## config.mk

```make
export PLATFORM = sky130hd
export DESIGN_NAME = capc_delay_line
export DESIGN_NICKNAME = d
export VERILOG_FILES = /design/src/shared/capc_pkg.sv /design/src/hw/capc_delay_line.sv
export VERILOG_INCLUDE_DIRS = /design/src /design/src/shared
export SDC_FILE = /design/constraint.sdc
export NUM_CORES = 1
export LEC_CHECK = 0
export BUFFER_PORTS_ARGS = -buffer_cell sky130_fd_sc_hd__buf_2
export CAP_MARGIN = 20
export CORE_MARGIN = 1.5
export CORE_UTILIZATION = 31
export CTS_BUF_LIST = sky130_fd_sc_hd__clkbuf_4
export DETAILED_ROUTE_END_ITERATION = 10
export HOLD_SLACK_MARGIN = 0.06
export PLACE_DENSITY = 0.46
export SYNTH_ARGS = -nofsm -noshare
export SYNTH_HDL_FRONTEND = slang
export SYNTH_SLANG_ARGS = --single-unit
```

## constraint.sdc

```tcl
create_clock -name clk_in -period 2 [get_ports clk_in]
set_input_delay 0 -clock clk_in [delete_from_list [all_inputs] [get_ports clk_in]]
set_output_delay 0 -clock clk_in [all_outputs]
set_load 0.005 [all_outputs]
```

## src/shared/capc_cfg.svh

```systemverilog
// Constants of the command/address parity checker: latency codes, time figures and cycle counts.
// Assumes a single 10 MHz clock; the cycle counts of the protocol times are derived from the figures in ns.
`ifndef CAPC_CFG_SVH
`define CAPC_CFG_SVH

// ----------------------------------------------------------------------------
// Clock and protocol times
// ----------------------------------------------------------------------------
`define CAPC_CLK_NS        100
`define CAPC_ALERT_ON_NS   1000
`define CAPC_PW_MIN_NS     2000
`define CAPC_PW_MAX_NS     4000
`define CAPC_TRAS_MIN_NS   1500

// Least times round up, longest times round down.
`define CAPC_ALERT_ON_CYC  (`CAPC_ALERT_ON_NS / `CAPC_CLK_NS)
`define CAPC_PW_MIN_CYC    ((`CAPC_PW_MIN_NS + `CAPC_CLK_NS - 1) / `CAPC_CLK_NS)
`define CAPC_PW_MAX_CYC    (`CAPC_PW_MAX_NS / `CAPC_CLK_NS)
`define CAPC_TRAS_CYC      ((`CAPC_TRAS_MIN_NS + `CAPC_CLK_NS - 1) / `CAPC_CLK_NS)

// ----------------------------------------------------------------------------
// Parity latency field of mode_register_five
// ----------------------------------------------------------------------------
`define CAPC_PL_OFF        3'h0
`define CAPC_PL_CODE4      3'h1
`define CAPC_PL_CODE5      3'h2
`define CAPC_PL_CODE6      3'h3
`define CAPC_PL_CODE8      3'h4
`define CAPC_PL_CLK4       4'h4
`define CAPC_PL_CLK5       4'h5
`define CAPC_PL_CLK6       4'h6
`define CAPC_PL_CLK8       4'h8
`define CAPC_PL_NONE       4'h0

// ----------------------------------------------------------------------------
// Structure and reset values
// ----------------------------------------------------------------------------
`define CAPC_DLY_STAGES    7
`define CAPC_LOG_BYTES     4
`define CAPC_CNT_W         8
`define CAPC_RST_STATUS    1'b0
`define CAPC_RST_ALERT_N   1'b1

`endif

```

## src/shared/capc_pkg.sv

```systemverilog
// Types shared by the parity checker and its delay line and error log.
// Assumes capc_cfg.svh is on the include path.
`include "capc_cfg.svh"

package capc_pkg;

	typedef struct packed {
		logic [2:0]  cid;
		logic        act_n;
		logic [1:0]  bg;
		logic [1:0]  ba;
		logic        a17;
		logic [16:0] addr;
	} capc_frame_t;

	typedef enum logic [3:0] {
		CAPC_RUN   = 4'b0001,
		CAPC_DRAIN = 4'b0010,
		CAPC_ALERT = 4'b0100,
		CAPC_QUIET = 4'b1000
	} capc_mode_t;

	typedef struct packed {
		logic        [`CAPC_DLY_STAGES-1:0] vld;
		capc_frame_t [`CAPC_DLY_STAGES-1:0] frm;
	} capc_dly_st_t;

	typedef struct packed {
		logic [`CAPC_LOG_BYTES-1:0][7:0] mem;
		logic [7:0]                      rd;
	} capc_log_st_t;

	typedef struct packed {
		logic                  cap_vld;
		logic                  cap_par;
		capc_frame_t           cap_frm;
		capc_mode_t            mode;
		logic [`CAPC_CNT_W-1:0] cnt;
		logic [2:0]            pl_code;
		logic [3:0]            lat;
		logic                  persist;
		logic                  crc_en;
		logic                  chk;
		logic                  par_status;
		logic                  crc_status;
		logic                  alert_n;
		logic                  prech;
		logic                  out_vld;
		capc_frame_t           out_frm;
		logic                  log_wr;
		logic [31:0]           log_word;
	} capc_top_st_t;

endpackage

```

## src/hw/capc_delay_line.sv

```systemverilog
// Shift line that holds captured commands for the parity latency.
// Assumes the tap index is the latency less two and that flush drops every held command.
`include "capc_cfg.svh"
module capc_delay_line
	import capc_pkg::*;
(
	input  wire logic        clk_in,
	input  wire logic        rstn_in,
	input  wire logic        flush_in,
	input  wire logic        push_in,
	input  capc_frame_t      push_frm_in,
	input  wire logic [2:0]  tap_in,
	output logic             tap_vld_out,
	output capc_frame_t      tap_frm_out
);

	capc_dly_st_t st_q;
	capc_dly_st_t st_d;

	always_comb begin
		st_d = st_q;
		st_d.vld[0] = push_in && !flush_in;
		st_d.frm[0] = push_frm_in;
		for (int i = 1; i < `CAPC_DLY_STAGES; i++) begin
			st_d.vld[i] = st_q.vld[i-1] && !flush_in;
			st_d.frm[i] = st_q.frm[i-1];
		end
	end

	always_ff @(posedge clk_in or negedge rstn_in) begin
		if (!rstn_in) begin
			st_q <= '0;
		end else begin
			st_q <= st_d;
		end
	end

	assign tap_vld_out = st_q.vld[tap_in];
	assign tap_frm_out = st_q.frm[tap_in];

endmodule

```

==> results of run 1 <==
[sequential cells by signal, summed over array words and instances, names as in the netlist]
register / flops
st_d: 156
st_q: 33
[per-layer routing]
metal	vias to the layer above	track usage [%]	part of all wire, %
met4	0	3.27	0.73
met3	5	3.89	4.3
met1	1893	18.0	50
met5	-	0	0
met2	64	18.6	45
li1	1679	-	-
[synthesized netlist by cell type]
master	count
sky130_fd_sc_hd__buf_4	1
sky130_fd_sc_hd__buf_2	9
sky130_fd_sc_hd__nor2b_1	9
sky130_fd_sc_hd__mux2i_1	81
sky130_fd_sc_hd__or2_1	27
sky130_fd_sc_hd__nor2_4	1
sky130_fd_sc_hd__nand2_1	27
sky130_fd_sc_hd__a22o_1	27
sky130_fd_sc_hd__clkbuf_1	4
sky130_fd_sc_hd__dfrtp_1	189
sky130_fd_sc_hd__a31oi_1	27
sky130_fd_sc_hd__buf_12	6
sky130_fd_sc_hd__buf_6	3
[worst paths after layout]
kind | slack [ns] | endpoint | from | cells after the start
max in group asynchronous | 0.72 | st_q[181] | rstn_in | 4
hold / removal | 0.15 | st_d[33] | push_frm_in[7] | 2
min in group asynchronous | 0.52 | st_q[161] | rstn_in | 3
hold reg to reg | 0.38 | st_q[156] | st_d[156] | 0
setup / recovery | 0.40 | tap_frm_out[0] | st_d[26] | 4
setup reg to reg | 1.37 | st_q[187] | st_q[186] | 1
[power groups by stage]
stage | Clock (mW) | Combinational (mW) | Sequential, mW
after floorplan | 0 | 0.317 | 4.15
after global placement | 0 | 0.564 | 4.16
after detailed placement | 0 | 0.564 | 4.17
after CTS | 2.30 | 0.648 | 4.10
after global routing | 2.46 | 0.704 | 4.12
final | 2.19 | 0.628 | 4.10
[cell families after synthesis]
logic type / count (synthesis) / synth area share (%)
simple gates: 64 / 5.19
compound gates: 54 / 6.23
buf+inv: 23 / 3.40
flops: 189 / 72.7
mux: 81 / 12.5
[layout make-up]
cell class	instances	area (um2)	share of cell area, %
Clock buffer	21	158	1.99
Clock inverter	10	146	1.85
Multi-Input combinational cell	199	1570	19.8
Sequential cell	189	4730	59.6
Tap cell	270	338	4.26
Timing Repair Buffer	125	990	12.5
[per-stage QoR]
step | hold slack [ns] | utilization, %
2_1_floorplan | -0.296 | -
3_3_place_gp | 0.00965 | 34.6
3_5_place_dp | 0.0251 | 34.6
4_1_cts | 0.0643 | 38.8
5_1_grt | 0.0635 | 38.8
6_report | 0.146 | 38.8
==> out/results.txt, run 1 <==
The flow ran to the end, and the final reports show no timing, DRC or antenna violations. Post-route fraction of the period consumed by the critical path: 80.2%. Cell count after synthesis: 411.

For the number of max-capacitance violations reported, the log shows 0. Measured along the y axis, the die boundary spans 148 um. Summing every instance area after synthesis gives 6500 um2. The total vias in the final route came out at 3641. The logs give 0 for the final count of hold timing violations and 814 for the count of non-filler cells in the finished layout. The H-tree generated during clock tree synthesis spans 4 levels.

The worst setup path is launched from a flip-flop. In this run switching power makes up 22.8% of total power. The clock period minus final worst setup slack is 1.60 ns. The worst min-delay path class was input pin to flip-flop. For the post-route DRC violation count, the log shows 0. The slowest stage of the critical path belongs to the cell sky130_fd_sc_hd__dfrtp_1. For the portion of the post-synthesis area used by sequential elements, the log shows 72.7%. The final routed wire length divided by cell count is 15.5 um.

Setup repair after global routing left no endpoint under its margin. Setup violations remaining at the end of the flow were counted as 0. The tree built by TritonCTS fans out to 189 sinks. The floorplan die area is 21900 um2, and the core area is 20400 um2. IR analysis of the VDD net gives a maximum drop of 0.394 mV. The run gives 0 as the number of instances resized during post-cts repair.

In this run the biggest area consumer among cell types represents 72.7% of the synthesized area. Input and output buffers added on the ports amount to 59. The top cell types in the final layout, fill and taps aside, are sky130_fd_sc_hd__dfrtp_1, sky130_fd_sc_hd__mux2i_1, sky130_fd_sc_hd__buf_2, sky130_fd_sc_hd__dlygate4sd3_1. The slew at the pin closest to its max-slew limit is 0.850 ns. At the end of routability-driven placement, the weighted congestion stood at 0.680. Setup slack closes at 0.396 ns. The cell family contributing the most delay on the critical path is compound AO/OA/AOI/OAI gates. Clock-pin slew was measured on the worst setup and hold paths at 0.14 ns.

The power per standard cell area is 872 nW/um2, and the buffers inserted during post-CTS setup optimization is 0. The final net count was 565; the area of all placed cells without fillers was 7930 um2. The number of nets with antenna violations after detailed routing was 0. The insertion delay to the later sink of the worst-skew pair was 0.53 ns; the initial core utilization was 31.8%. The clock passes through at most 2 buffers. Entering global routing, the biggest net connects 62 pins.

After floorplanning, the core was divided into 52 placement rows. For this run, the slowest stage of the critical path takes 0.40 ns. For the detailed-router iteration count before antenna repair, the log shows 4. TritonCTS built the clock tree. The initial antenna violation count is 0, and the power share of the combinational group is 9.1%.

The biggest area contributor in the post-synthesis netlist is sky130_fd_sc_hd__dfrtp_1. The run gives 178 as the DRC violation total after the first TritonRoute iteration. Leaving out fill and tap cells, the most frequent cell in the layout is sky130_fd_sc_hd__dfrtp_1. The post-synthesis to final-layout area growth was 21.9%.

The number of unique standard cell types used by synthesis is 13, and the sum of internal, switching and leakage power is 6.92 mW. For the fraction of power consumed by sequential logic, the log shows 59.2%. Hold repair after CTS inserted 54 buffers. The tools report the top-level I/O count as 60. The number of instances in the placed design was 728; the post-place setup slack was 0.330 ns. Averaged over all synthesized cells, the footprint is 15.8 um2. The internal power of the cells totals 5.34 mW. The wire-length estimate of the detail-placed layout is 7700 um. The tree is rooted in a sky130_fd_sc_hd__clkbuf_4.

The aggregate global-route resource usage was 12.6%. The tools report the global-route wire length before repair as 20900 um. The number of nets handed over by synthesis was 444.

Global routing finished with a remaining overflow of 0. For the arrival time at the worst endpoint, the log shows 1.60 ns. The fraction of final layout cells sized beyond drive strength 1 is 18.6%.

The count of synthesis-stage warnings from yosys is 0. The number of fill cells in the layout was 1986. The buffers plus inverters on the worst setup path works out to 1.

The clock arrives with 0.0146 ns of skew. In this run the horizontal extent of the chip is 148 um. The total net switching power came out at 1.57 mW.

Walking the worst path, the cells encountered are mux2i_1, a22o_1, a31oi_1, buf_2. The logs give 3883 for the number of global-route vias before repair and 0 ns for the accumulated negative setup slack. The data required time of the critical path was 2.00 ns. The worst setup path is captured at an output port. In this run the tightest slew margin relative to its limit is 43.2%. Category of the most critical setup path: flip-flop to output port.

Counting the buffers created by CTS gives 17. The run gives 7080 um2 as the cell area reported after detailed placement. The wire length reported by the detailed router is 12600 um, and the number of antenna cells inserted is 0. In this run, synthesis produced a sequential element count of 189.

In this run, the clock network consumes 31.7% of the power. The run gives 3.65 nW as the cell leakage power. After synthesis, the cell types taking the most area are sky130_fd_sc_hd__dfrtp_1, sky130_fd_sc_hd__mux2i_1, sky130_fd_sc_hd__a22o_1.

The number of vias per cell after detailed routing is 4.47, and the max-slew violation count is 0. The timing-limited maximum frequency came out at 624 MHz. Of all nets on the critical path, the largest fanout is 2.
No activity file was read; power rests on OpenSTA's default activity.
==> inputs of run 2 (changes only) <==
--- a/config.mk
+++ b/config.mk
@@ -6,6 +6,7 @@
 export SDC_FILE = /design/constraint.sdc
 export NUM_CORES = 1
 export LEC_CHECK = 0
+export ABC_AREA = 1
 export BUFFER_PORTS_ARGS = -buffer_cell sky130_fd_sc_hd__buf_2
 export CAP_MARGIN = 20
 export CORE_MARGIN = 1.5
@@ -13,7 +14,7 @@
 export CTS_BUF_LIST = sky130_fd_sc_hd__clkbuf_4
 export DETAILED_ROUTE_END_ITERATION = 10
 export HOLD_SLACK_MARGIN = 0.06
-export PLACE_DENSITY = 0.46
+export PLACE_DENSITY = 0.48
 export SYNTH_ARGS = -nofsm -noshare
 export SYNTH_HDL_FRONTEND = slang
 export SYNTH_SLANG_ARGS = --single-unit
==> constraint.sdc (replaced) <==
create_clock -name clk_in -period 1.3 [get_ports clk_in]
set_input_delay 0 -clock clk_in [delete_from_list [all_inputs] [get_ports clk_in]]
set_output_delay 0 -clock clk_in [all_outputs]
set_load 0.005 [all_outputs]
==> out/results.txt, run 2 <==
The flow ran to the end, but the final reports show violations. The checks that failed: setup timing. The post-route DRC violation count came out at 0 (unchanged). The worst path setup slack after routing is -0.164 ns (was 0.396 ns), and the count of flip-flops with a built-in enable after synthesis is 0 (unchanged).

Main combinational cell family by area after synthesis: simple AND/OR/NAND/NOR gates (was multiplexers). The share of cell area taken by muxes after synthesis is 0% (was 12.5%). The run gives 15500 um (was 12600 um) as the wire length reported by the detailed router. Number of flip-flops under the largest register name: 156 (unchanged). Timing would allow up to 683 MHz. Cell with the most instances on the worst path: sky130_fd_sc_hd__nand2_1.

The area of the mapped netlist was 7210 um2 (was 6500 um2); the maximum single-stage delay on the critical path was 0.43 ns (was 0.40 ns). The startpoint of the worst setup timing path was st_d[41] (was st_d[26]). The die height is 156 um (was 148 um), and the final net count is 982 (was 565). Slew at the pin closest to its max-slew limit: 0.427 ns (was 0.850 ns). Highest-count cells in the layout ignoring fill and taps: sky130_fd_sc_hd__nand2_1, sky130_fd_sc_hd__dfrtp_1, sky130_fd_sc_hd__inv_1, sky130_fd_sc_hd__nand3_1, sky130_fd_sc_hd__dlygate4sd3_1 (was sky130_fd_sc_hd__dfrtp_1, sky130_fd_sc_hd__mux2i_1, sky130_fd_sc_hd__buf_2, sky130_fd_sc_hd__dlygate4sd3_1). The tools report the number of nets with antenna violations after detailed routing as 0 (unchanged). The fraction of final layout cells sized beyond drive strength 1 works out to 16.6% (was 18.6%).

The run gives 65.6% (was 72.7%) as the portion of the post-synthesis area used by sequential elements. The tools report the DRC violation total after the first TritonRoute iteration as 246 (was 178). The run gives 71.5% (was 43.2%) as the headroom to the max-slew limit. Arrival time at the worst endpoint: 1.46 ns (was 1.60 ns). The root cell of the clock tree was sky130_fd_sc_hd__clkbuf_4 (unchanged).

The synthesized-area fraction occupied by adder cells is 0% (unchanged), and the total vias in the final route is 5069 (was 3641). The logs give 0.55 ns (was 0.53 ns) for the insertion delay to the later sink of the worst-skew pair and 0 (unchanged) for the number of max-capacitance violations reported. The synthesized area per cell is 9.02 um2 (was 15.8 um2). The worst min-delay path class was input pin to flip-flop (unchanged).

The initial core utilization was 31.8% (about the same). Largest area contributor in the synthesized netlist: sky130_fd_sc_hd__dfrtp_1 (unchanged). Count of non-filler cells in the finished layout: 1248 (was 814).

The aggregate global-route resource usage came out at 13.8% (was 12.6%). The level count of the clock H-tree is 4 (unchanged), and the cell count after synthesis is 800 (was 411). Cell-by-cell listing of the critical path: inv_1, nand2_1, nand3_1, nand2_1, nand2_1, nand2_1, buf_2 (was mux2i_1, a22o_1, a31oi_1, buf_2).

The hold slack is 0.231 ns (was 0.146 ns), and the detailed-router iteration count before antenna repair is 6 (was 4). For the total global routing overflow, the log shows 0 (unchanged). The clock sink count is 189 (unchanged), and the compound-gate portion of the synthesized area is 0% (was 6.23%). The max-slew violation count is 0 (unchanged), and the number of instances in the placed design is 1136 (was 728). Number of fill cells in the layout: 2304 (was 1986). The final routed wire length divided by cell count works out to 12.4 um (was 15.5 um). The slowest library cell on the worst path was sky130_fd_sc_hd__dfrtp_1 (unchanged). Power per standard cell area: 1190 nW/um2 (was 872 nW/um2).

Setup repair after global routing could not meet its margin everywhere. The tools report the worst reg2reg path startpoint as st_d[107] (was st_q[186]). The logs give 0.290 ns (was 0.330 ns) for the post-place setup slack and 9360 um (was 7700 um) for the post-detailed-placement half-perimeter wirelength. The tools report the cell area reported after detailed placement as 8000 um2 (was 7080 um2). The clock period minus final worst setup slack was 1.46 ns; the cell leakage power was 5.08 nW (was 3.65 nW).

The post-synthesis to final-layout area growth works out to 26.5% (was 21.9%). The tools report the launching element type of the critical path as a flip-flop (unchanged). The most instantiated library cell after synthesis is sky130_fd_sc_hd__nand2_1 (was sky130_fd_sc_hd__dfrtp_1). Top cells by count, synth: sky130_fd_sc_hd__nand2_1, sky130_fd_sc_hd__dfrtp_1, sky130_fd_sc_hd__inv_1, sky130_fd_sc_hd__nand3_1, sky130_fd_sc_hd__clkbuf_1 (was sky130_fd_sc_hd__dfrtp_1, sky130_fd_sc_hd__mux2i_1).

The most common library cell in the layout ignoring fill and taps is sky130_fd_sc_hd__nand2_1 (was sky130_fd_sc_hd__dfrtp_1). The floorplan die area is 24200 um2 (was 21900 um2), and the clock slew seen by the registers of the worst setup and hold paths is 0.16 ns (was 0.14 ns). Die width: 156 um (was 148 um).

For the number of nets in the synthesized netlist, the log shows 833 (was 444). The largest fanout on the critical path works out to 2 (unchanged). Biggest area contributors in the synthesized netlist: sky130_fd_sc_hd__dfrtp_1, sky130_fd_sc_hd__nand2_1, sky130_fd_sc_hd__inv_1 (was sky130_fd_sc_hd__dfrtp_1, sky130_fd_sc_hd__mux2i_1, sky130_fd_sc_hd__a22o_1).

The final count of hold timing violations was 0 (unchanged); the post-route fraction of the period consumed by the critical path was 113%. The maximum number of pins on one net before global-route repair was 46 (was 62); the top-level I/O count was 60 (unchanged). TritonCTS built the clock tree.

The post-synthesis async set-or-reset flop share is 100% (unchanged), and the share of Yosys cell area claimed by the top area cell type is 65.6% (was 72.7%). The register bit total from synthesis was 189 (unchanged). Primary flip-flop cell chosen by synthesis mapping: sky130_fd_sc_hd__dfrtp_1 (unchanged). For the number of buffers on the longest clock path, the log shows 2 (unchanged).

The number of vias per cell after detailed routing was 4.06 (was 4.47). The area of all placed cells without fillers was 9130 um2 (was 7930 um2); the data required time of the critical path was 1.30 ns (was 2.00 ns). The global-route wire length before repair was 26000 um (was 20900 um). The core area is 22700 um2 (was 20400 um2), and the number of endpoints failing setup at the final stage is 27 (was 0). Post-synthesis share of cell area spent on xor and xnor gates: 0% (unchanged). The run gives 0.720 (was 0.680) as the final RePlAce weighted congestion. For the final core utilization, the log shows 40.2% (was 38.8%).

CTS buffer count: 17 (unchanged). The tools report the count of synthesis-stage warnings from yosys as 0 (unchanged). The number of unique standard cell types used by synthesis is 13 (unchanged). The initial antenna violation count was 1 (was 0). The quantity of I/O buffers inserted on ports came out at 59 (unchanged). The tools report the worst hold path startpoint as flush_in (was push_frm_in[7]). The number of global-route vias before repair is 5051 (was 3883).

The fraction of the mapped netlist area in simple logic gates is 23.1% (was 5.19%). The tools report the critical path capture point type as an output port (unchanged). The worst IR drop on VDD came out at 0.584 mV (was 0.394 mV). The worst setup skew after layout came out at 0.0157 ns (was 0.0146 ns). For the standard-cell row count, the log shows 55 (was 52). The category of the most critical setup path is flip-flop to output port (unchanged).
-- run 2: worst max-delay path, delay by kind of cell (launching register included) --
kind                   cells  cell delay [ns]
flip-flops                 1             0.43
buffers and inverters      2             0.19
AND/OR/NAND/NOR            5             0.29
-- run 2: through the flow --
step | power [mW] | TNS (ns)
after floorplan | 6.97 | 0
after global placement | 7.51 | 0
after detailed placement | 7.52 | 0
after CTS | 11.0 | -5.61
after global routing | 11.5 | -8.33
final | 10.9 | -3.52
-- run 2: where the power goes --
part	switching (mW)	internal [mW]	total, mW
registers	0.133	6.17	6.30
logic	0.714	0.568	1.28
clock network	2.07	1.20	3.27
total	2.92	7.94	10.9
-- run 2: worst paths after layout --
kind / endpoint / slack [ns] / depth (start not counted)
hold / removal: st_q[186] / 0.23 / 3
max in group asynchronous: st_q[176] / 0.30 / 4
setup / recovery: tap_frm_out[15] / -0.16 / 7
min in group asynchronous: st_d[78] / 0.47 / 3
setup reg to reg: st_d[133] / 0.55 / 2
hold reg to reg: st_d[113] / 0.37 / 0
-- run 2: metal layers --
| layer | vias up | part of all wire, % | global-route usage, % |
|---|---|---|---|
| li1 | 2627 | - | - |
| met1 | 2376 | 49 | 18.5 |
| met2 | 61 | 48 | 22.6 |
| met3 | 5 | 2.3 | 3.11 |
| met4 | 0 | 0.75 | 3.95 |
| met5 | - | 0 | 0 |
-- run 2: cell families (layout without fill, tap and decap cells) --
| logic type | count (synthesis) | after routing |
|---|---|---|
| other | 0 | 1 |
| AND/OR/NAND/NOR | 413 | 413 |
| buffers and inverters | 198 | 360 |
| flip-flops | 189 | 189 |
-- run 2: timing repair --
action / 4_1_cts / 5_1_grt
pin swaps: 18 / 26
hold buffers: 56 / 1
endpoints found under the hold margin: 222 / 1
resized for setup: 3 / 19
setup endpoints to repair: 27 / 27
buffers inserted: 14 / 8
-- run 2: final cells by class --
cell class              instances  area (um2)  share of cell area [%]
inverters                     166         626                    6.85
well taps                     285         357                    3.91
diodes                          1        2.50                  0.0274
repair buffers                162        1370                    15.0
clock buffers                  18         135                    1.48
multi-input cells             413        1750                    19.1
flip-flops and latches        189        4730                    51.8
clock inverters                14         160                    1.75
==> inputs of run 3 (changes only) <==
--- a/config.mk
+++ b/config.mk
@@ -10,11 +10,11 @@
 export BUFFER_PORTS_ARGS = -buffer_cell sky130_fd_sc_hd__buf_2
 export CAP_MARGIN = 20
 export CORE_MARGIN = 1.5
-export CORE_UTILIZATION = 31
+export CORE_UTILIZATION = 55
 export CTS_BUF_LIST = sky130_fd_sc_hd__clkbuf_4
 export DETAILED_ROUTE_END_ITERATION = 10
 export HOLD_SLACK_MARGIN = 0.06
-export PLACE_DENSITY = 0.48
+export PLACE_DENSITY = 0.73
 export SYNTH_ARGS = -nofsm -noshare
 export SYNTH_HDL_FRONTEND = slang
 export SYNTH_SLANG_ARGS = --single-unit
==> constraint.sdc (replaced) <==
create_clock -name clk_in -period 1.85 [get_ports clk_in]
set_input_delay 0 -clock clk_in [delete_from_list [all_inputs] [get_ports clk_in]]
set_output_delay 0 -clock clk_in [all_outputs]
set_load 0.005 [all_outputs]
==> out/results.txt, run 3 (synthesis results as in run 2) <==
The number of flip-flops under the largest register name is 156 (unchanged). The number of fill cells in the layout was 1047 (was 2304); the clock slew seen by the registers of the worst setup and hold paths was 0.14 ns (was 0.16 ns). Internal cell power: 5.97 mW (was 7.94 mW).

The logs give 0.742 (was 0.720) for the final RePlAce weighted congestion and 0 (unchanged) for the final count of hold timing violations. The final routed wire length divided by cell count is 13.1 um (was 12.4 um), and the DRC violation total after the first TritonRoute iteration is 436 (was 246). The arrival time at the worst endpoint was 1.51 ns (was 1.46 ns); the largest fanout on the critical path was 2 (unchanged).

The number of endpoints failing setup at the final stage was 0 (was 27). The number of antenna cells inserted was 0 (was 1). Worst setup skew after layout: 0.0127 ns (was 0.0157 ns). The post-synthesis to final-layout area growth was 18.8% (was 26.5%); the insertion delay to the later sink of the worst-skew pair was 0.56 ns (was 0.55 ns).

Post-route DRC violation count: 0 (unchanged). The die height was 118 um (was 156 um); the total global routing overflow was 0 (unchanged). The fraction of power consumed by sequential logic was 56.5% (was 58.0%); the standard-cell row count was 41 (was 55). The clock share of power is 33.6% (was 30.2%). The logs give 5119 (was 5069) for the total vias in the final route and 7.85 mW (was 10.9 mW) for the sum of internal, switching and leakage power. The launching element type of the critical path is a flip-flop (unchanged). The core area was 12700 um2 (was 22700 um2).

The number of vias per cell after detailed routing was 4.67 (was 4.06). The clock sink count is 189 (unchanged). Highest-count cells in the layout ignoring fill and taps: sky130_fd_sc_hd__nand2_1, sky130_fd_sc_hd__dfrtp_1, sky130_fd_sc_hd__inv_1, sky130_fd_sc_hd__nand3_1, sky130_fd_sc_hd__buf_2 (was sky130_fd_sc_hd__nand2_1, sky130_fd_sc_hd__dfrtp_1, sky130_fd_sc_hd__inv_1, sky130_fd_sc_hd__nand3_1, sky130_fd_sc_hd__dlygate4sd3_1).

The tools report the wire length reported by the detailed router as 14300 um (was 15500 um). The top-level I/O count is 60 (unchanged). The clock period minus final worst setup slack came out at 1.51 ns. The aggregate global-route resource usage was 22.6% (was 13.8%). The tools report the root cell of the clock tree as sky130_fd_sc_hd__clkbuf_4 (unchanged). The fraction of final layout cells sized beyond drive strength 1 came out at 10.9% (was 16.6%).

The CTS buffer count was 17 (unchanged). The run gives 2 (unchanged) as the number of buffers on the longest clock path. The headroom to the max-slew limit is 65.9% (was 71.5%). The floorplan die area came out at 13800 um2 (was 24200 um2). The most common library cell in the layout ignoring fill and taps is sky130_fd_sc_hd__nand2_1 (unchanged).

For the post-detailed-placement half-perimeter wirelength, the log shows 8450 um (was 9360 um). The run gives 0 (unchanged) as the number of nets with antenna violations after detailed routing. Setup repair after global routing left no endpoint under its margin. For the total net switching power, the log shows 1.88 mW (was 2.92 mW). The global-route wire length before repair was 24400 um (was 26000 um); the initial core utilization was 56.7% (was 31.8%). Of the available clock period, the critical path in the final layout requires 81.4%. For the accumulated negative setup slack, the log shows 0 ns (was -3.52 ns).

The area used by multi-input combinational logic was 1670 um2 (was 1750 um2). For the maximum number of pins on one net before global-route repair, the log shows 83 (was 46). The number of global-route vias before repair is 5138 (was 5051), and the flip-flop and latch area is 4730 um2 (unchanged).

Die width: 118 um (was 156 um). TritonCTS built the clock tree. For the number of max-capacitance violations reported, the log shows 0 (unchanged). The initial antenna violation count is 0 (was 1), and the cell leakage power is 4.87 nW (was 5.08 nW). The critical path capture point type was an output port (unchanged). The buffers inserted during post-CTS setup optimization was 0 (was 14); the number of instances resized during post-cts repair was 0 (was 3).

The register-to-register setup slack is 1.22 ns (was 0.55 ns). The worst min-delay path class is input pin to flip-flop (unchanged). Worst IR drop on VDD: 0.397 mV (was 0.584 mV).

The final net count is 943 (was 982). The max-slew violation count was 0 (unchanged); the level count of the clock H-tree was 4 (unchanged). The switching power share of the total is 24.0% (was 26.9%). For the data required time of the critical path, the log shows 1.85 ns (was 1.30 ns). The power share of the combinational group was 9.9% (was 11.8%); the quantity of I/O buffers inserted on ports was 59 (unchanged). Static timing analysis puts the maximum clock frequency at 664 MHz. The power per standard cell area came out at 916 nW/um2 (was 1190 nW/um2). The run gives 4 (was 6) as the detailed-router iteration count before antenna repair.

The flow ran to the end, and the final reports show no timing, DRC or antenna violations. The slew at the pin closest to its max-slew limit works out to 0.511 ns (was 0.427 ns). The category of the most critical setup path was flip-flop to output port (unchanged).
==> run 3: cell types whose count changed in the layout (fill, tap and decap cells not counted), sizes merged <==
| cell | before | now |
|---|---|---|
| clkbuf | 19 | 18 |
| dlygate4sd3 | 57 | 53 |
| diode | 1 | 0 |
| clkinv | 6 | 8 |
| bufinv | 2 | 6 |
| buf | 104 | 69 |
| inv | 169 | 165 |
| clkinvlp | 3 | 2 |
==> run 3: cell type report <==
cell class / count / share of cell area, %
sequential: 189 / 55.2
clock buffer: 17 / 1.49
inverter: 166 / 7.30
multi-input combinational: 413 / 19.5
timing repair buffer: 123 / 11.4
tap: 172 / 2.51
clock inverter: 15 / 2.63
==> run 3: metal layers <==
| layer | vias up | global-route usage [%] | routed length [um] |
|---|---|---|---|
| met5 | - | 0 | 0 |
| met1 | 2469 | 29.3 | 6250 |
| met2 | 98 | 37.6 | 7300 |
| li1 | 2538 | - | - |
| met4 | 0 | 8.31 | 172 |
| met3 | 14 | 5.09 | 607 |
==> run 3: per-stage QoR <==
step / hold slack, ns / worst slack [ns] / instance area (um2) / util [%] / cells
2_1_floorplan: -0.296 / 1.17 / 7210 / - / 800
3_3_place_gp: 0.0171 / 0.602 / 7690 / 60.4 / 1010
3_5_place_dp: 0.0208 / 0.590 / 7690 / 60.4 / 1010
6_report: 0.0970 / 0.345 / 8570 / 67.4 / 1095
5_1_grt: 0.0703 / 0.185 / 8570 / 67.4 / 1095
4_1_cts: 0.0626 / 0.294 / 8570 / 67.4 / 1095
==> run 3: worst max-delay path, stage by stage, from the launching register on <==
cell and delay [ns]:
sky130_fd_sc_hd__dfrtp_1 0.43, sky130_fd_sc_hd__inv_1 0.06, sky130_fd_sc_hd__nand2_1 0.05, sky130_fd_sc_hd__nand3_1 0.07, sky130_fd_sc_hd__nand2_1 0.07, sky130_fd_sc_hd__nand2_1 0.07, sky130_fd_sc_hd__nand2_1 0.07, sky130_fd_sc_hd__buf_2 0.12
==> run 3: power by group through the flow <==
stage                     clock [mW]  sequential [mW]  combinational, mW
after floorplan                    0             4.48              0.414
after CTS                       2.69             4.44              0.787
after global routing            2.85             4.46              0.894
final                           2.63             4.43              0.781
after global placement             0             4.50              0.679
after detailed placement           0             4.52              0.696
==> run 3: path summary, 6_finish.rpt <==
path,from,end,cells after the start
setup / recovery,st_d[29],tap_frm_out[3],7
hold reg to reg,st_d[147],st_d[173],0
min in group asynchronous,rstn_in,st_d[132],3
setup reg to reg,st_q[187],st_q[188],2
hold / removal,push_frm_in[5],st_d[31],2
max in group asynchronous,rstn_in,st_d[121],4
==> run 3: repair_timing <==
action | in CTS | in global routing
endpoints found under the setup margin | 0 | 0
hold buffers | 53 | 0
endpoints found under the hold margin | 222 | 0
